File: src/inc/mpcr_pkg.sv
// shared constants and types for the metering path configuration bank
//
// Contract
// - config bit 0 routes currents through integrator
// - config bit 3 swaps voltage and current outputs
// - config bit 4 grounds voltage converter inputs
// - config bit 5 grounds current converter inputs
// - config bit 6 enables capture port, clock on pin
// - bit 6 clear returns pin to pulse output
// - writing config bit 7 starts software reset
// - bits 9:8 pick voltage paired with phase A
// - bits 11:10 pick voltage paired with phase B
// - bits 13:12 pick voltage paired with phase C
// - pairing code 11 behaves as code 00
// - neutral source 0 loads measured neutral rms
// - mode bits 1:0 pick line period phase
// - mode bits 2..4 enable phase peak sources
// - several peak phases count all zero crossings
// - reserved bits have no effect
package mpcr_pkg;

	// ------------------------------------------------------------
	// register byte addresses
	// ------------------------------------------------------------
	localparam int ADDR_W = 16;
	localparam logic [15:0] MEAS_MODE_ADDR = 16'he700;
	localparam logic [15:0] NEUTRAL_CFG_ADDR = 16'he740;
	localparam logic [15:0] PATH_CFG_ADDR = 16'he780;

	// ------------------------------------------------------------
	// reset values
	// ------------------------------------------------------------
	localparam logic [7:0] MEAS_MODE_RESET = 8'h1c;
	localparam logic [7:0] NEUTRAL_CFG_RESET = 8'h00;
	localparam logic [15:0] PATH_CFG_RESET = 16'h0000;

	// ------------------------------------------------------------
	// field positions
	// ------------------------------------------------------------
	localparam int INTEGRATOR_ENABLE_BIT = 0;
	localparam int CHANNEL_SWAP_BIT = 3;
	localparam int VOLTAGE_ADC_GROUND_BIT = 4;
	localparam int CURRENT_ADC_GROUND_BIT = 5;
	localparam int FAST_CAPTURE_PORT_ENABLE_BIT = 6;
	localparam int SOFT_RESET_REQUEST_BIT = 7;
	localparam int PHASE_A_PAIRING_LSB = 8;
	localparam int PHASE_B_PAIRING_LSB = 10;
	localparam int PHASE_C_PAIRING_LSB = 12;
	localparam int NEUTRAL_RMS_SOURCE_BIT = 0;
	localparam int LINE_PERIOD_SELECT_LSB = 0;
	localparam int PEAK_PHASE_SELECT_LSB = 2;
	localparam logic [15:0] PATH_CFG_LIVE_MASK = 16'h3ff9;
	localparam logic [7:0] MEAS_MODE_LIVE_MASK = 8'h1f;
	localparam logic [7:0] NEUTRAL_CFG_LIVE_MASK = 8'h01;

	// ------------------------------------------------------------
	// bus answers and sample layout
	// ------------------------------------------------------------
	localparam logic [1:0] RESP_OKAY = 2'h0;
	localparam logic [1:0] RESP_SLVERR = 2'h2;
	localparam int SAMPLE_W = 24;

	typedef struct packed {
		logic [SAMPLE_W-1:0] va;
		logic [SAMPLE_W-1:0] vb;
		logic [SAMPLE_W-1:0] vc;
		logic [SAMPLE_W-1:0] ia;
		logic [SAMPLE_W-1:0] ib;
		logic [SAMPLE_W-1:0] ic;
		logic [SAMPLE_W-1:0] in;
	} mpcr_samples_type;

	typedef struct packed {
		logic [SAMPLE_W-1:0] va;
		logic [SAMPLE_W-1:0] vb;
		logic [SAMPLE_W-1:0] vc;
	} mpcr_pair_type;

endpackage

File: src/verilog/mpcr_top.sv
// configuration bank and signal path steering for the metering path
`timescale 1ns/1ps
`default_nettype none

module mpcr_top #(
	parameter int RMS_W = 24
) (
	input wire logic I_CLK,
	input wire logic I_RSTN,
	input wire logic I_CE,
	input wire logic [15:0] I_AXI_AWADDR,
	input wire logic I_AXI_AWVALID,
	output logic O_AXI_AWREADY,
	input wire logic [31:0] I_AXI_WDATA,
	input wire logic [3:0] I_AXI_WSTRB,
	input wire logic I_AXI_WVALID,
	output logic O_AXI_WREADY,
	output logic [1:0] O_AXI_BRESP,
	output logic O_AXI_BVALID,
	input wire logic I_AXI_BREADY,
	input wire logic [15:0] I_AXI_ARADDR,
	input wire logic I_AXI_ARVALID,
	output logic O_AXI_ARREADY,
	output logic [31:0] O_AXI_RDATA,
	output logic [1:0] O_AXI_RRESP,
	output logic O_AXI_RVALID,
	input wire logic I_AXI_RREADY,
	input wire mpcr_pkg::mpcr_samples_type I_RAW_SAMPLES,
	input wire mpcr_pkg::mpcr_samples_type I_INTEG_SAMPLES,
	input wire logic [2:0] I_PHASE_ZERO_CROSS,
	input wire logic [RMS_W-1:0] I_NEUTRAL_RMS_MEASURED,
	input wire logic [RMS_W-1:0] I_NEUTRAL_RMS_ESTIMATED,
	input wire logic I_THIRD_PULSE,
	input wire logic I_FAST_CAPTURE_CLOCK,
	output mpcr_pkg::mpcr_samples_type O_CHANNEL_SAMPLES,
	output mpcr_pkg::mpcr_pair_type O_POWER_VOLTAGE,
	output logic O_LINE_PERIOD_ZERO_CROSS,
	output logic O_PEAK_ZERO_CROSS,
	output logic [2:0] O_PEAK_PHASE_SELECT,
	output logic [RMS_W-1:0] O_NEUTRAL_RMS_RESULT,
	output logic O_FAST_CAPTURE_PORT_ENABLE,
	output logic O_THIRD_PULSE_PIN,
	output logic O_SOFT_RESET
);

	// ------------------------------------------------------------
	// helpers
	// ------------------------------------------------------------
	// code 00 and the reserved 11 both keep the phase's own voltage
	function automatic logic [mpcr_pkg::SAMPLE_W-1:0] pair_pick(
		input logic [1:0] code,
		input logic [mpcr_pkg::SAMPLE_W-1:0] own,
		input logic [mpcr_pkg::SAMPLE_W-1:0] nxt,
		input logic [mpcr_pkg::SAMPLE_W-1:0] prv
	);
		logic [mpcr_pkg::SAMPLE_W-1:0] res;
		unique case (code)
			2'h1: res = nxt;
			2'h2: res = prv;
			default: res = own;
		endcase
		return res;
	endfunction

	// byte-lane merge of a write into a stored word
	function automatic logic [31:0] lane_merge(
		input logic [31:0] old,
		input logic [31:0] data,
		input logic [3:0] strb
	);
		logic [31:0] res;
		res = old;
		for (int k = 0; k < 4; k++) begin
			if (strb[k]) begin
				res[k*8 +: 8] = data[k*8 +: 8];
			end
		end
		return res;
	endfunction

	// ------------------------------------------------------------
	// bus and register state
	// ------------------------------------------------------------
	logic aw_have_reg, aw_have_next;
	logic [15:0] aw_addr_reg, aw_addr_next;
	logic w_have_reg, w_have_next;
	logic [31:0] w_data_reg, w_data_next;
	logic [3:0] w_strb_reg, w_strb_next;
	logic awready_reg, awready_next;
	logic wready_reg, wready_next;
	logic bvalid_reg, bvalid_next;
	logic [1:0] bresp_reg, bresp_next;
	logic arready_reg, arready_next;
	logic rvalid_reg, rvalid_next;
	logic [31:0] rdata_reg, rdata_next;
	logic [1:0] rresp_reg, rresp_next;
	logic [15:0] path_cfg_reg, path_cfg_next;
	logic [7:0] meas_mode_reg, meas_mode_next;
	logic [7:0] neutral_cfg_reg, neutral_cfg_next;
	logic soft_reset_reg, soft_reset_next;
	logic [31:0] merged;
	logic do_write;

	always_comb begin
		aw_have_next = aw_have_reg;
		aw_addr_next = aw_addr_reg;
		w_have_next = w_have_reg;
		w_data_next = w_data_reg;
		w_strb_next = w_strb_reg;
		bvalid_next = bvalid_reg;
		bresp_next = bresp_reg;
		rvalid_next = rvalid_reg;
		rdata_next = rdata_reg;
		rresp_next = rresp_reg;
		path_cfg_next = path_cfg_reg;
		meas_mode_next = meas_mode_reg;
		neutral_cfg_next = neutral_cfg_reg;
		soft_reset_next = 1'b0;
		merged = 32'h0000_0000;
		if (I_AXI_AWVALID && awready_reg) begin
			aw_have_next = 1'b1;
			aw_addr_next = I_AXI_AWADDR;
		end
		if (I_AXI_WVALID && wready_reg) begin
			w_have_next = 1'b1;
			w_data_next = I_AXI_WDATA;
			w_strb_next = I_AXI_WSTRB;
		end
		if (bvalid_reg && I_AXI_BREADY) begin
			bvalid_next = 1'b0;
		end
		do_write = aw_have_next && w_have_next && !bvalid_next;
		if (do_write) begin
			aw_have_next = 1'b0;
			w_have_next = 1'b0;
			bvalid_next = 1'b1;
			bresp_next = mpcr_pkg::RESP_OKAY;
			unique case (aw_addr_next & 16'hfffc)
				mpcr_pkg::PATH_CFG_ADDR: begin
					merged = lane_merge({16'h0000, path_cfg_reg}, w_data_next, w_strb_next);
					path_cfg_next = merged[15:0] & mpcr_pkg::PATH_CFG_LIVE_MASK;
				end
				mpcr_pkg::MEAS_MODE_ADDR: begin
					merged = lane_merge({24'h00_0000, meas_mode_reg}, w_data_next, w_strb_next);
					meas_mode_next = merged[7:0] & mpcr_pkg::MEAS_MODE_LIVE_MASK;
				end
				mpcr_pkg::NEUTRAL_CFG_ADDR: begin
					merged = lane_merge({24'h00_0000, neutral_cfg_reg}, w_data_next, w_strb_next);
					neutral_cfg_next = merged[7:0] & mpcr_pkg::NEUTRAL_CFG_LIVE_MASK;
				end
				default: begin
					bresp_next = mpcr_pkg::RESP_SLVERR;
				end
			endcase
			if (path_cfg_next[mpcr_pkg::SOFT_RESET_REQUEST_BIT]) begin
				soft_reset_next = 1'b1;
				path_cfg_next = mpcr_pkg::PATH_CFG_RESET;
				meas_mode_next = mpcr_pkg::MEAS_MODE_RESET;
				neutral_cfg_next = mpcr_pkg::NEUTRAL_CFG_RESET;
			end
		end
		if (rvalid_reg && I_AXI_RREADY) begin
			rvalid_next = 1'b0;
		end
		if (I_AXI_ARVALID && arready_reg) begin
			rvalid_next = 1'b1;
			rresp_next = mpcr_pkg::RESP_OKAY;
			unique case (I_AXI_ARADDR & 16'hfffc)
				mpcr_pkg::PATH_CFG_ADDR: rdata_next = {16'h0000, path_cfg_reg};
				mpcr_pkg::MEAS_MODE_ADDR: rdata_next = {24'h00_0000, meas_mode_reg};
				mpcr_pkg::NEUTRAL_CFG_ADDR: rdata_next = {24'h00_0000, neutral_cfg_reg};
				default: begin
					rdata_next = 32'h0000_0000;
					rresp_next = mpcr_pkg::RESP_SLVERR;
				end
			endcase
		end
		// one write and one read in flight; hold off until the response drains
		awready_next = !aw_have_next && !bvalid_next;
		wready_next = !w_have_next && !bvalid_next;
		arready_next = !rvalid_next;
	end

	always_ff @(posedge I_CLK) begin
		if (!I_RSTN) begin
			aw_have_reg <= 1'b0;
			aw_addr_reg <= 16'h0000;
			w_have_reg <= 1'b0;
			w_data_reg <= 32'h0000_0000;
			w_strb_reg <= 4'h0;
			awready_reg <= 1'b0;
			wready_reg <= 1'b0;
			bvalid_reg <= 1'b0;
			bresp_reg <= mpcr_pkg::RESP_OKAY;
			arready_reg <= 1'b0;
			rvalid_reg <= 1'b0;
			rdata_reg <= 32'h0000_0000;
			rresp_reg <= mpcr_pkg::RESP_OKAY;
			path_cfg_reg <= mpcr_pkg::PATH_CFG_RESET;
			meas_mode_reg <= mpcr_pkg::MEAS_MODE_RESET;
			neutral_cfg_reg <= mpcr_pkg::NEUTRAL_CFG_RESET;
			soft_reset_reg <= 1'b0;
		end else if (I_CE) begin
			aw_have_reg <= aw_have_next;
			aw_addr_reg <= aw_addr_next;
			w_have_reg <= w_have_next;
			w_data_reg <= w_data_next;
			w_strb_reg <= w_strb_next;
			awready_reg <= awready_next;
			wready_reg <= wready_next;
			bvalid_reg <= bvalid_next;
			bresp_reg <= bresp_next;
			arready_reg <= arready_next;
			rvalid_reg <= rvalid_next;
			rdata_reg <= rdata_next;
			rresp_reg <= rresp_next;
			path_cfg_reg <= path_cfg_next;
			meas_mode_reg <= meas_mode_next;
			neutral_cfg_reg <= neutral_cfg_next;
			soft_reset_reg <= soft_reset_next;
		end
	end

	// ------------------------------------------------------------
	// signal path steering
	// ------------------------------------------------------------
	logic pulse_sync1_reg, pulse_sync2_reg;
	logic fclk_sync1_reg, fclk_sync2_reg;
	mpcr_pkg::mpcr_samples_type chan_reg, chan_next;
	mpcr_pkg::mpcr_pair_type pair_reg, pair_next;
	logic period_zc_reg, period_zc_next;
	logic peak_zc_reg, peak_zc_next;
	logic [RMS_W-1:0] nrms_reg, nrms_next;
	logic pin_reg, pin_next;
	mpcr_pkg::mpcr_samples_type cur_src;
	logic [2:0] peak_sel;

	always_comb begin
		cur_src = path_cfg_reg[mpcr_pkg::INTEGRATOR_ENABLE_BIT] ? I_INTEG_SAMPLES : I_RAW_SAMPLES;
		chan_next = I_RAW_SAMPLES;
		chan_next.ia = cur_src.ia;
		chan_next.ib = cur_src.ib;
		chan_next.ic = cur_src.ic;
		chan_next.in = cur_src.in;
		if (path_cfg_reg[mpcr_pkg::VOLTAGE_ADC_GROUND_BIT]) begin
			chan_next.va = '0;
			chan_next.vb = '0;
			chan_next.vc = '0;
		end
		if (path_cfg_reg[mpcr_pkg::CURRENT_ADC_GROUND_BIT]) begin
			chan_next.ia = '0;
			chan_next.ib = '0;
			chan_next.ic = '0;
			chan_next.in = '0;
		end
		if (path_cfg_reg[mpcr_pkg::CHANNEL_SWAP_BIT]) begin
			// neutral has no voltage partner and stays in place
			{chan_next.va, chan_next.ia} = {chan_next.ia, chan_next.va};
			{chan_next.vb, chan_next.ib} = {chan_next.ib, chan_next.vb};
			{chan_next.vc, chan_next.ic} = {chan_next.ic, chan_next.vc};
		end
		// phase A, B and C pairing, code 11 as 00
		pair_next.va = pair_pick(path_cfg_reg[mpcr_pkg::PHASE_A_PAIRING_LSB +: 2],
			chan_next.va, chan_next.vb, chan_next.vc);
		pair_next.vb = pair_pick(path_cfg_reg[mpcr_pkg::PHASE_B_PAIRING_LSB +: 2],
			chan_next.vb, chan_next.vc, chan_next.va);
		pair_next.vc = pair_pick(path_cfg_reg[mpcr_pkg::PHASE_C_PAIRING_LSB +: 2],
			chan_next.vc, chan_next.va, chan_next.vb);
		// line period phase, 11 as 00
		unique case (meas_mode_reg[mpcr_pkg::LINE_PERIOD_SELECT_LSB +: 2])
			2'h1: period_zc_next = I_PHASE_ZERO_CROSS[1];
			2'h2: period_zc_next = I_PHASE_ZERO_CROSS[2];
			default: period_zc_next = I_PHASE_ZERO_CROSS[0];
		endcase
		peak_sel = meas_mode_reg[mpcr_pkg::PEAK_PHASE_SELECT_LSB +: 3];
		peak_zc_next = |(peak_sel & I_PHASE_ZERO_CROSS);
		nrms_next = neutral_cfg_reg[mpcr_pkg::NEUTRAL_RMS_SOURCE_BIT] ?
			I_NEUTRAL_RMS_ESTIMATED : I_NEUTRAL_RMS_MEASURED;
		// capture clock on shared pin, else pulse
		pin_next = path_cfg_reg[mpcr_pkg::FAST_CAPTURE_PORT_ENABLE_BIT] ? fclk_sync2_reg : pulse_sync2_reg;
	end

	// the pin sources come from outside the clock domain and are synchronised first;
	// the capture clock is thus resampled and only tracks slow clocks faithfully
	always_ff @(posedge I_CLK) begin
		if (!I_RSTN) begin
			pulse_sync1_reg <= 1'b0;
			pulse_sync2_reg <= 1'b0;
			fclk_sync1_reg <= 1'b0;
			fclk_sync2_reg <= 1'b0;
			chan_reg <= '0;
			pair_reg <= '0;
			period_zc_reg <= 1'b0;
			peak_zc_reg <= 1'b0;
			nrms_reg <= '0;
			pin_reg <= 1'b0;
		end else if (I_CE) begin
			pulse_sync1_reg <= I_THIRD_PULSE;
			pulse_sync2_reg <= pulse_sync1_reg;
			fclk_sync1_reg <= I_FAST_CAPTURE_CLOCK;
			fclk_sync2_reg <= fclk_sync1_reg;
			chan_reg <= chan_next;
			pair_reg <= pair_next;
			period_zc_reg <= period_zc_next;
			peak_zc_reg <= peak_zc_next;
			nrms_reg <= nrms_next;
			pin_reg <= pin_next;
		end
	end

	// ------------------------------------------------------------
	// outputs
	// ------------------------------------------------------------
	assign O_AXI_AWREADY = awready_reg;
	assign O_AXI_WREADY = wready_reg;
	assign O_AXI_BRESP = bresp_reg;
	assign O_AXI_BVALID = bvalid_reg;
	assign O_AXI_ARREADY = arready_reg;
	assign O_AXI_RDATA = rdata_reg;
	assign O_AXI_RRESP = rresp_reg;
	assign O_AXI_RVALID = rvalid_reg;
	assign O_CHANNEL_SAMPLES = chan_reg;
	assign O_POWER_VOLTAGE = pair_reg;
	assign O_LINE_PERIOD_ZERO_CROSS = period_zc_reg;
	assign O_PEAK_ZERO_CROSS = peak_zc_reg;
	assign O_PEAK_PHASE_SELECT = meas_mode_reg[mpcr_pkg::PEAK_PHASE_SELECT_LSB +: 3];
	assign O_NEUTRAL_RMS_RESULT = nrms_reg;
	assign O_FAST_CAPTURE_PORT_ENABLE = path_cfg_reg[mpcr_pkg::FAST_CAPTURE_PORT_ENABLE_BIT];
	assign O_THIRD_PULSE_PIN = pin_reg;
	assign O_SOFT_RESET = soft_reset_reg;

endmodule

`default_nettype wire

File: config.mk
export PLATFORM = sky130hd
export DESIGN_NAME = mpcr_top
export DESIGN_NICKNAME = d
export VERILOG_FILES = /design/src/inc/mpcr_pkg.sv /design/src/verilog/mpcr_top.sv
export SDC_FILE = /design/constraint.sdc
export NUM_CORES = 1
export LEC_CHECK = 0
export BUFFER_PORTS_ARGS = -buffer_cell sky130_fd_sc_hd__buf_4
export CAP_MARGIN = 20
export CORE_AREA = 5 5 297 299
export DETAILED_ROUTE_END_ITERATION = 8
export DIE_AREA = 0 0 302 304
export GPL_TIMING_DRIVEN = 0
export MAX_ROUTING_LAYER = met4
export PLACE_DENSITY = 0.44
export SLEW_MARGIN = 20
export SYNTH_ARGS = -nofsm -noshare
export SYNTH_HDL_FRONTEND = slang
export SYNTH_SLANG_ARGS = --single-unit
File: constraint.sdc
create_clock -name I_CLK -period 2.6 [get_ports I_CLK]
set_input_delay 0.39 -clock I_CLK [delete_from_list [all_inputs] [get_ports I_CLK]]
set_output_delay 0.39 -clock I_CLK [all_outputs]
set_load 0.01 [all_outputs]
==> results of run 1 <==
[logic make-up (layout without fill, tap and decap cells)]
logic type / Yosys count / in the layout / synth area share
multiplexers: 153 / 153 / 0.0847
other: 1 / 22 / 0.000207
flip-flops: 342 / 342 / 0.378
AO/OA/AOI/OAI: 708 / 708 / 0.287
adder cells (fa/ha/maj): 8 / 8 / 0.00553
buffers and inverters: 265 / 1002 / 0.0610
AND/OR/NAND/NOR: 715 / 715 / 0.184
[layout by cell type (no fill, tap or decap), drive strengths merged, types with 3 or more instances in the layout]
cell	instances
a211oi	238
a21oi	219
a221oi	72
a22oi	11
a311oi	3
a31o	69
a32o	3
and2	3
and3	3
buf	707
clkbuf	266
clkinv	8
conb	19
dfxtp	342
diode	3
ha	8
inv	18
mux2i	151
nand2	125
nand2b	7
nand3	11
nand3b	3
nand4	4
nor2	324
nor2b	79
nor3	69
nor4	3
o21ai	14
o221a	69
or2	69
or4	4
[cells in the mapped netlist (all sizes together) (2+ instances only)]
| cell type | n |
|---|---|
| a211oi | 238 |
| a21oi | 219 |
| a221o | 2 |
| a221oi | 72 |
| a22oi | 11 |
| a311oi | 3 |
| a31o | 69 |
| a32o | 3 |
| and2 | 3 |
| and3 | 3 |
| and4 | 2 |
| and4b | 2 |
| buf | 50 |
| clkbuf | 200 |
| dfxtp | 342 |
| ha | 8 |
| inv | 15 |
| mux2 | 2 |
| mux2i | 151 |
| nand2 | 125 |
| nand2b | 7 |
| nand3 | 11 |
| nand3b | 3 |
| nand4 | 4 |
| nor2 | 324 |
| nor2b | 79 |
| nor3 | 69 |
| nor4 | 3 |
| nor4b | 2 |
| nor4bb | 2 |
| o21ai | 14 |
| o221a | 69 |
| or2 | 69 |
| or4 | 4 |
[worst max-delay path by stage]
| stage | startpoint | to |
|---|---|---|
| after global routing | path_cfg_reg[0] | O_POWER_VOLTAGE[70] |
| after floorplan | aw_addr_reg[2] | path_cfg_reg[5] |
| final | path_cfg_reg[5] | O_POWER_VOLTAGE[70] |
| after global placement | path_cfg_reg[0] | O_POWER_VOLTAGE[71] |
| after detailed placement | path_cfg_reg[0] | O_POWER_VOLTAGE[71] |
| after CTS | path_cfg_reg[3] | O_POWER_VOLTAGE[68] |
[final cells by class]
class | instances | area, um^2
Timing Repair Buffer | 659 | 4950
Tap cell | 1144 | 1430
Fill cell | 9336 | 58700
Multi-Input combinational cell | 1603 | 10400
Clock inverter | 13 | 111
Buffer | 248 | 1130
Inverter | 15 | 56.3
Clock buffer | 67 | 1310
Sequential cell | 342 | 6850
Antenna cell | 3 | 7.51
[report_power, final]
| group | leakage, nW | switching, mW | internal, mW | total, mW |
|---|---|---|---|---|
| clock network | 0.695 | 2.60 | 3.49 | 6.10 |
| logic | 7.10 | 1.49 | 1.11 | 2.60 |
| registers | 2.82 | 0.188 | 5.54 | 5.72 |
[worst register-to-register path, delay by kind of cell, from the launching register on]
family / cells / cell delay (ns)
buffers and inverters: 2 / 0.91
flip-flops: 1 / 0.56
AND/OR/NAND/NOR: 1 / 0.10
AO/OA/AOI/OAI: 3 / 0.91
[per-stage QoR]
| step | setup TNS [ns] | instance area [um^2] |
|---|---|---|
| 5_1_grt | -0.000126 | 26200 |
| 4_1_cts | -0.0188 | 26100 |
| 2_1_floorplan | 0 | 18200 |
| 3_3_place_gp | -169.48 | 24600 |
| 3_5_place_dp | -95.92 | 24600 |
| 6_report | -0.0234 | 26200 |
[what timing repair did]
action	in CTS	in global routing
endpoints found under the setup margin	235	63
pin swaps	0	0
endpoints found under the hold margin	0	0
resized for setup	57	40
[layer usage]
metal / global-route usage / part of all wire
met1: 0.327 / 0.43
met2: 0.400 / 0.46
met3: 0.0606 / 0.087
met4: 0.0671 / 0.028
met5: - / 0
==> summary.md, run 1 <==
| Metric | Value |
|---|---|
| Hold Startpoint | `I_THIRD_PULSE` |
| First-pass GRT wire length | `between 150,000 and 200,000 um` |
| Top cell type's share of synthesized area | `0.378` |
| Antenna violations before repair | `8` |
| Core ar. | `about 85,000 um^2` |
| RSZ-0062 raised after global routing | `yes` |
| Maxcap violations | `0` |
| Vias per cell | `approximately 5.1` |
| Crit path kind | `register to register` |
| Post-synth top area cell | `dfxtp_1` |
| Number of synthesized flops with an enable pin | `0` |
| Vias in the first global route | `20.7k` |
| Clk buf depth | `3` |
| Max-slew headroom at the worst pin | `0.161` |
| Worst r2r src | `path_cfg_reg[5]` |
| IO buf count | `around 660` |
| Worst R2R Setup Slack | `-0.01 ns` |
| Max frequency | `around 0.38 GHz` |
| Layout area overhead | `44.7%` |
| Synth area leaders | `dfxtp_1, a211oi_1, mux2i_1` |
| DR iter-0 viols | `2,000` |
| Hold Path Depth | `3` |
| Worst path top cell family by delay | `compound AO/OA/AOI/OAI gates` |
| Post-synthesis sequential area ratio | `0.378` |
| Delay of the slowest critical-path stage | `roughly 0.56 ns` |
| Asr flop ratio synth | `0` |
| Final WL | `between 100,000 and 150,000 um` |
| Netlist Area Pre-Place | `18,100 um^2` |
| TritonCTS clock tree | `built` |
| Post-layout util | `0.309` |
| Final Hold Vio Count | `0` |
| # IOs | `approximately 800` |
| Die X | `roughly 300 um` |
| CP most frequent cell | `clkbuf_2` |
| Leakage | `10.6 nW` |
| Min Tclk post-route | `~2.6 ns` |
| Period utilization | `1.01` |
| CTS clk-pin slew, worst paths | `approximately 0.060 ns` |
| #FFs+latches synth | `342` |
| Gpl congestion | `between 0.9 and 1` |
| CTS Buf Count | `44` |
| WP depth | `6` |
| CP Data Required Time | `3.06 ns` |
| Final Total Pwr | `between 10 and 15 mW` |
| Drt pass-1 iters | `6` |
| DRC Markers | `0` |
| GRT Total Usage | `0.254` |
| Primary FF master, synth | `dfxtp_1` |
| Final net count | `3,386` |
| Detail Placement HPWL | `between 90,000 and 100,000 um` |
| Worst-Margin Slew | `~1.3 ns` |
| Synth Instances | `about 2.2k` |
| Placed insts | `around 4.0k` |
| Synth cell types | `54` |
| Worst r2r dst | `O_POWER_VOLTAGE[70]` |
| CTS H-tree lvls | `2` |
| Final ANT Viol Nets | `0` |
| Status | `complete, but fails checks` |
| Worst slack, placed | `-0.978 ns` |
| Drt wl/cell | `just under 30 um` |
| # clock sinks | `about 340` |
| Site Rows | `107` |
| Violated checks | `setup timing` |
| Syn. warnings | `0` |
| Worst-Skew Late Latency | `just under 0.6 ns` |
| Via count | `20.7k` |
| Endpoint class of the critical path | `register` |
| Hold endpoint | `pulse_sync1_reg` |
| Cells on worst reg2reg path | `6` |
| Setup bufs post-CTS | `0` |
| Largest net degree at the start of global routing | `13` |
| Share of post-route cells with drive strength above 1 | `0.356` |
| Hold_buf cts | `0` |
| Global route overflow | `0` |
| Initial Utilization | `0.213` |
| Area of the die | `around 92,000 um^2` |
| Critical path launch point type | `register` |
| Syn_area_per_cell | `8.26 um^2` |
| Max-slew violation count | `0` |
| Non-filler cells, final | `roughly 4k` |
| Setup-failing EPs final | `2` |
| Cell Chain, Critical Path | `clkbuf_2 -> clkbuf_2 -> nor3_1 -> a21oi_1 -> a211oi_2 -> a31o_2` |
| Layout Skew | `around 0.028 ns` |
| CP bufs+invs | `2` |
| WHS | `0.0432 ns` |
| Largest register FFs | `about 170` |
| Critical path's slowest cell | `dfxtp_2` |
| Worst Path Arrival | `between 3 and 4 ns` |
| Peak VDD IR | `0.439 mV` |
| Setup slack after layout | `-0.0136 ns` |
| Hold WC Path Type | `input pin to register` |
| PD cells | `around 550 nW/um^2` |
| Die height | `between 300 and 400 um` |
| CP max FO | `10` |
| Root buffer cell | `clkbuf_16` |
No activity file was read; power rests on OpenSTA's default activity.
==> run 2: changes to the inputs <==
--- a/config.mk
+++ b/config.mk
@@ -7,12 +7,14 @@
 export LEC_CHECK = 0
 export BUFFER_PORTS_ARGS = -buffer_cell sky130_fd_sc_hd__buf_4
 export CAP_MARGIN = 20
-export CORE_AREA = 5 5 297 299
+export CELL_PAD_IN_SITES_DETAIL_PLACEMENT = 1
+export CELL_PAD_IN_SITES_GLOBAL_PLACEMENT = 1
+export CORE_AREA = 5 5 299 301
 export DETAILED_ROUTE_END_ITERATION = 8
-export DIE_AREA = 0 0 302 304
+export DIE_AREA = 0 0 304 306
 export GPL_TIMING_DRIVEN = 0
 export MAX_ROUTING_LAYER = met4
-export PLACE_DENSITY = 0.44
+export PLACE_DENSITY = 0.56
 export SLEW_MARGIN = 20
 export SYNTH_ARGS = -nofsm -noshare
 export SYNTH_HDL_FRONTEND = slang
==> run 2 against run 1 <==
Compared with the run above:
- the flow now finishes without violations
- sequential power about the same
- routed wire length up 7.5%
- setup slack better by 0.020 ns
- via count up 2.2%
- die area up 1.3%
- combinational power about the same
- final cell count up 0.29%
- clock-buffer cell count down 3
- power up 2.5%
- flip-flop and latch count unchanged
- critical path depth up 1
- critical path type unchanged
==> summary.md, run 2 (same netlist as run 1, synthesis figures left out) <==
| Metric | Value |
|---|---|
| Max frequency | `slightly below 0.4 GHz` |
| Final Hold Vio Count | `0` |
| Share of post-route cells with drive strength above 1 | `0.352` |
| Largest net degree at the start of global routing | `14` |
| Root buffer cell | `clkbuf_16` |
| Crit path kind | `register to register` |
| Die height | `about 310 um` |
| Area of the multi-input gates | `10,300 um^2` |
| # clock sinks | `342` |
| Period utilization | `0.997` |
| Worst slack, placed | `-1.21 ns` |
| Endpoint class of the critical path | `register` |
| Layout area overhead | `44.7%` |
| Layout Skew | `0.0198 ns` |
| Final ANT Viol Nets | `0` |
| Met2 WL | `61,300 um` |
| Drt pass-1 iters | `5` |
| Non-filler cells, final | `between 4k and 5k` |
| Max-slew violation count | `0` |
| CTS Buf Count | `45` |
| TritonCTS clock tree | `built` |
| Critical path launch point type | `register` |
| DR iter-0 viols | `1,278` |
| Setup TNS | `0 ns` |
| Leakage | `between 10 and 15 nW` |
| CTS H-tree lvls | `2` |
| Via count | `around 21k` |
| Max-slew headroom at the worst pin | `0.312` |
| Maxcap violations | `0` |
| Min Tclk post-route | `2.59 ns` |
| Final WL | `129,000 um` |
| CP max FO | `10` |
| Peak VDD IR | `about 0.45 mV` |
| Worst-Margin Slew | `about 1.0 ns` |
| Gpl congestion | `between 0.9 and 1` |
| Largest register FFs | `between 150 and 200` |
| Site Rows | `approximately 110` |
| First-pass GRT wire length | `around 180,000 um` |
| # IOs | `778` |
| Status | `completed` |
| IO buf count | `about 660` |
| Setup-failing EPs final | `0` |
| Antenna violations before repair | `7` |
| Max layer used | `met4` |
| Global route overflow | `0` |
| Worst-Skew Late Latency | `a little over 0.6 ns` |
| Hold WC Path Type | `input pin to register` |
| CP Data Required Time | `just over 3 ns` |
| Final net count | `3,387` |
| GRT Total Usage | `0.268` |
| CTS clk-pin slew, worst paths | `approximately 0.060 ns` |
| DRC Markers | `0` |
| Met1 WL | `between 50,000 and 60,000 um` |
| Area of the die | `just over 90,000 um^2` |
| Initial Utilization | `0.210` |
| Vias in the first global route | `around 23k` |
| PD cells | `between 500 and 600 nW/um^2` |
| Setup slack after layout | `between 0.006 and 0.007 ns` |
| Most frequent cells in the layout | `buf_4, dfxtp_1, nor2_1` |
| Die X | `approximately 300 um` |
| Drt wl/cell | `between 30 and 40 um` |
| Vias per cell | `~5.2` |
| Met3 Wirelength | `just over 10,000 um` |
| # fillers | `a little over 10k` |
| Reg area | `about 6900 um^2` |
| Clk buf depth | `3` |
| Core ar. | `about 86,000 um^2` |
| Commonest non-fill, non-tap cell in the layout | `buf_4` |
| Worst Path Arrival | `just over 3 ns` |
| Detail Placement HPWL | `between 100,000 and 150,000 um` |
| Placed insts | `between 4k and 5k` |
-- run 2: cell count changes in the layout (fill, tap and decap cells not counted), moves of 4 or more --
cell      before  now
a21oi_1      208  219
a21oi_2       11    0
mux2i_1      135  144
mux2i_2       12    6
buf_2          9   14
clkbuf_1     175  170
clkbuf_8      12    8
dfxtp_1      340  336
-- run 2: power by group --
part	total [mW]	internal, mW	switching [mW]
clock network	6.42	3.74	2.69
logic	2.61	1.10	1.51
registers	5.74	5.54	0.207
total	14.8	10.4	4.40
-- run 2: path summary, 6_finish.rpt --
kind / startpoint / to / slack [ns] / cells past startpoint
max reg2reg: path_cfg_reg[12] / O_POWER_VOLTAGE[10] / 0.007 / 7
max: path_cfg_reg[12] / O_POWER_VOLTAGE[10] / 0.007 / 7
min: I_FAST_CAPTURE_CLOCK / fclk_sync1_reg / 0.04 / 3
min reg2reg: aw_addr_reg[10] / aw_addr_reg[10] / 0.45 / 2
-- run 2: worst max-delay path, cell delays in order (launching register included) --
cell and delay (ns):
dfxtp_1 0.46, inv_1 0.08, ha_1 0.24, nand2_1 0.29, clkbuf_1 0.66, o221a_2 0.40
a211oi_1 0.08, a31o_2 0.24
-- run 2: metrics by stage --
step	util	area (um^2)	total power [mW]	hold slack [ns]
after floorplan	-	18200	6.80	0.431
after global placement	0.285	24600	8.41	0.442
after detailed placement	0.285	24600	8.46	0.443
after CTS	0.303	26200	14.9	0.00775
after global routing	0.303	26200	15.3	0.0257
final	0.304	26200	14.8	0.0364
-- run 2: layout make-up --
type,instances,share of cell area
multi-input combinational,1603,0.392
clock inverter,14,0.00807
clock buffer,64,0.0487
buffer,247,0.0424
tap,1155,0.0551
timing repair buffer,660,0.189
sequential,342,0.262
antenna,6,0.000573
inverter,15,0.00215
-- run 2: repair_timing --
| item | CTS | global route |
|---|---|---|
| gates cloned | 0 | 0 |
| resized for setup | 49 | 24 |
| hold buffers | 0 | 0 |
| setup buffers | 0 | 0 |
| endpoints found under the setup margin | 241 | 67 |
-- run 2: routing by layer --
metal	global-route usage	vias up
li1	-	9492
met1	0.323	10600
met2	0.450	933
met3	0.0723	138
met4	0.0633	0
met5	-	-
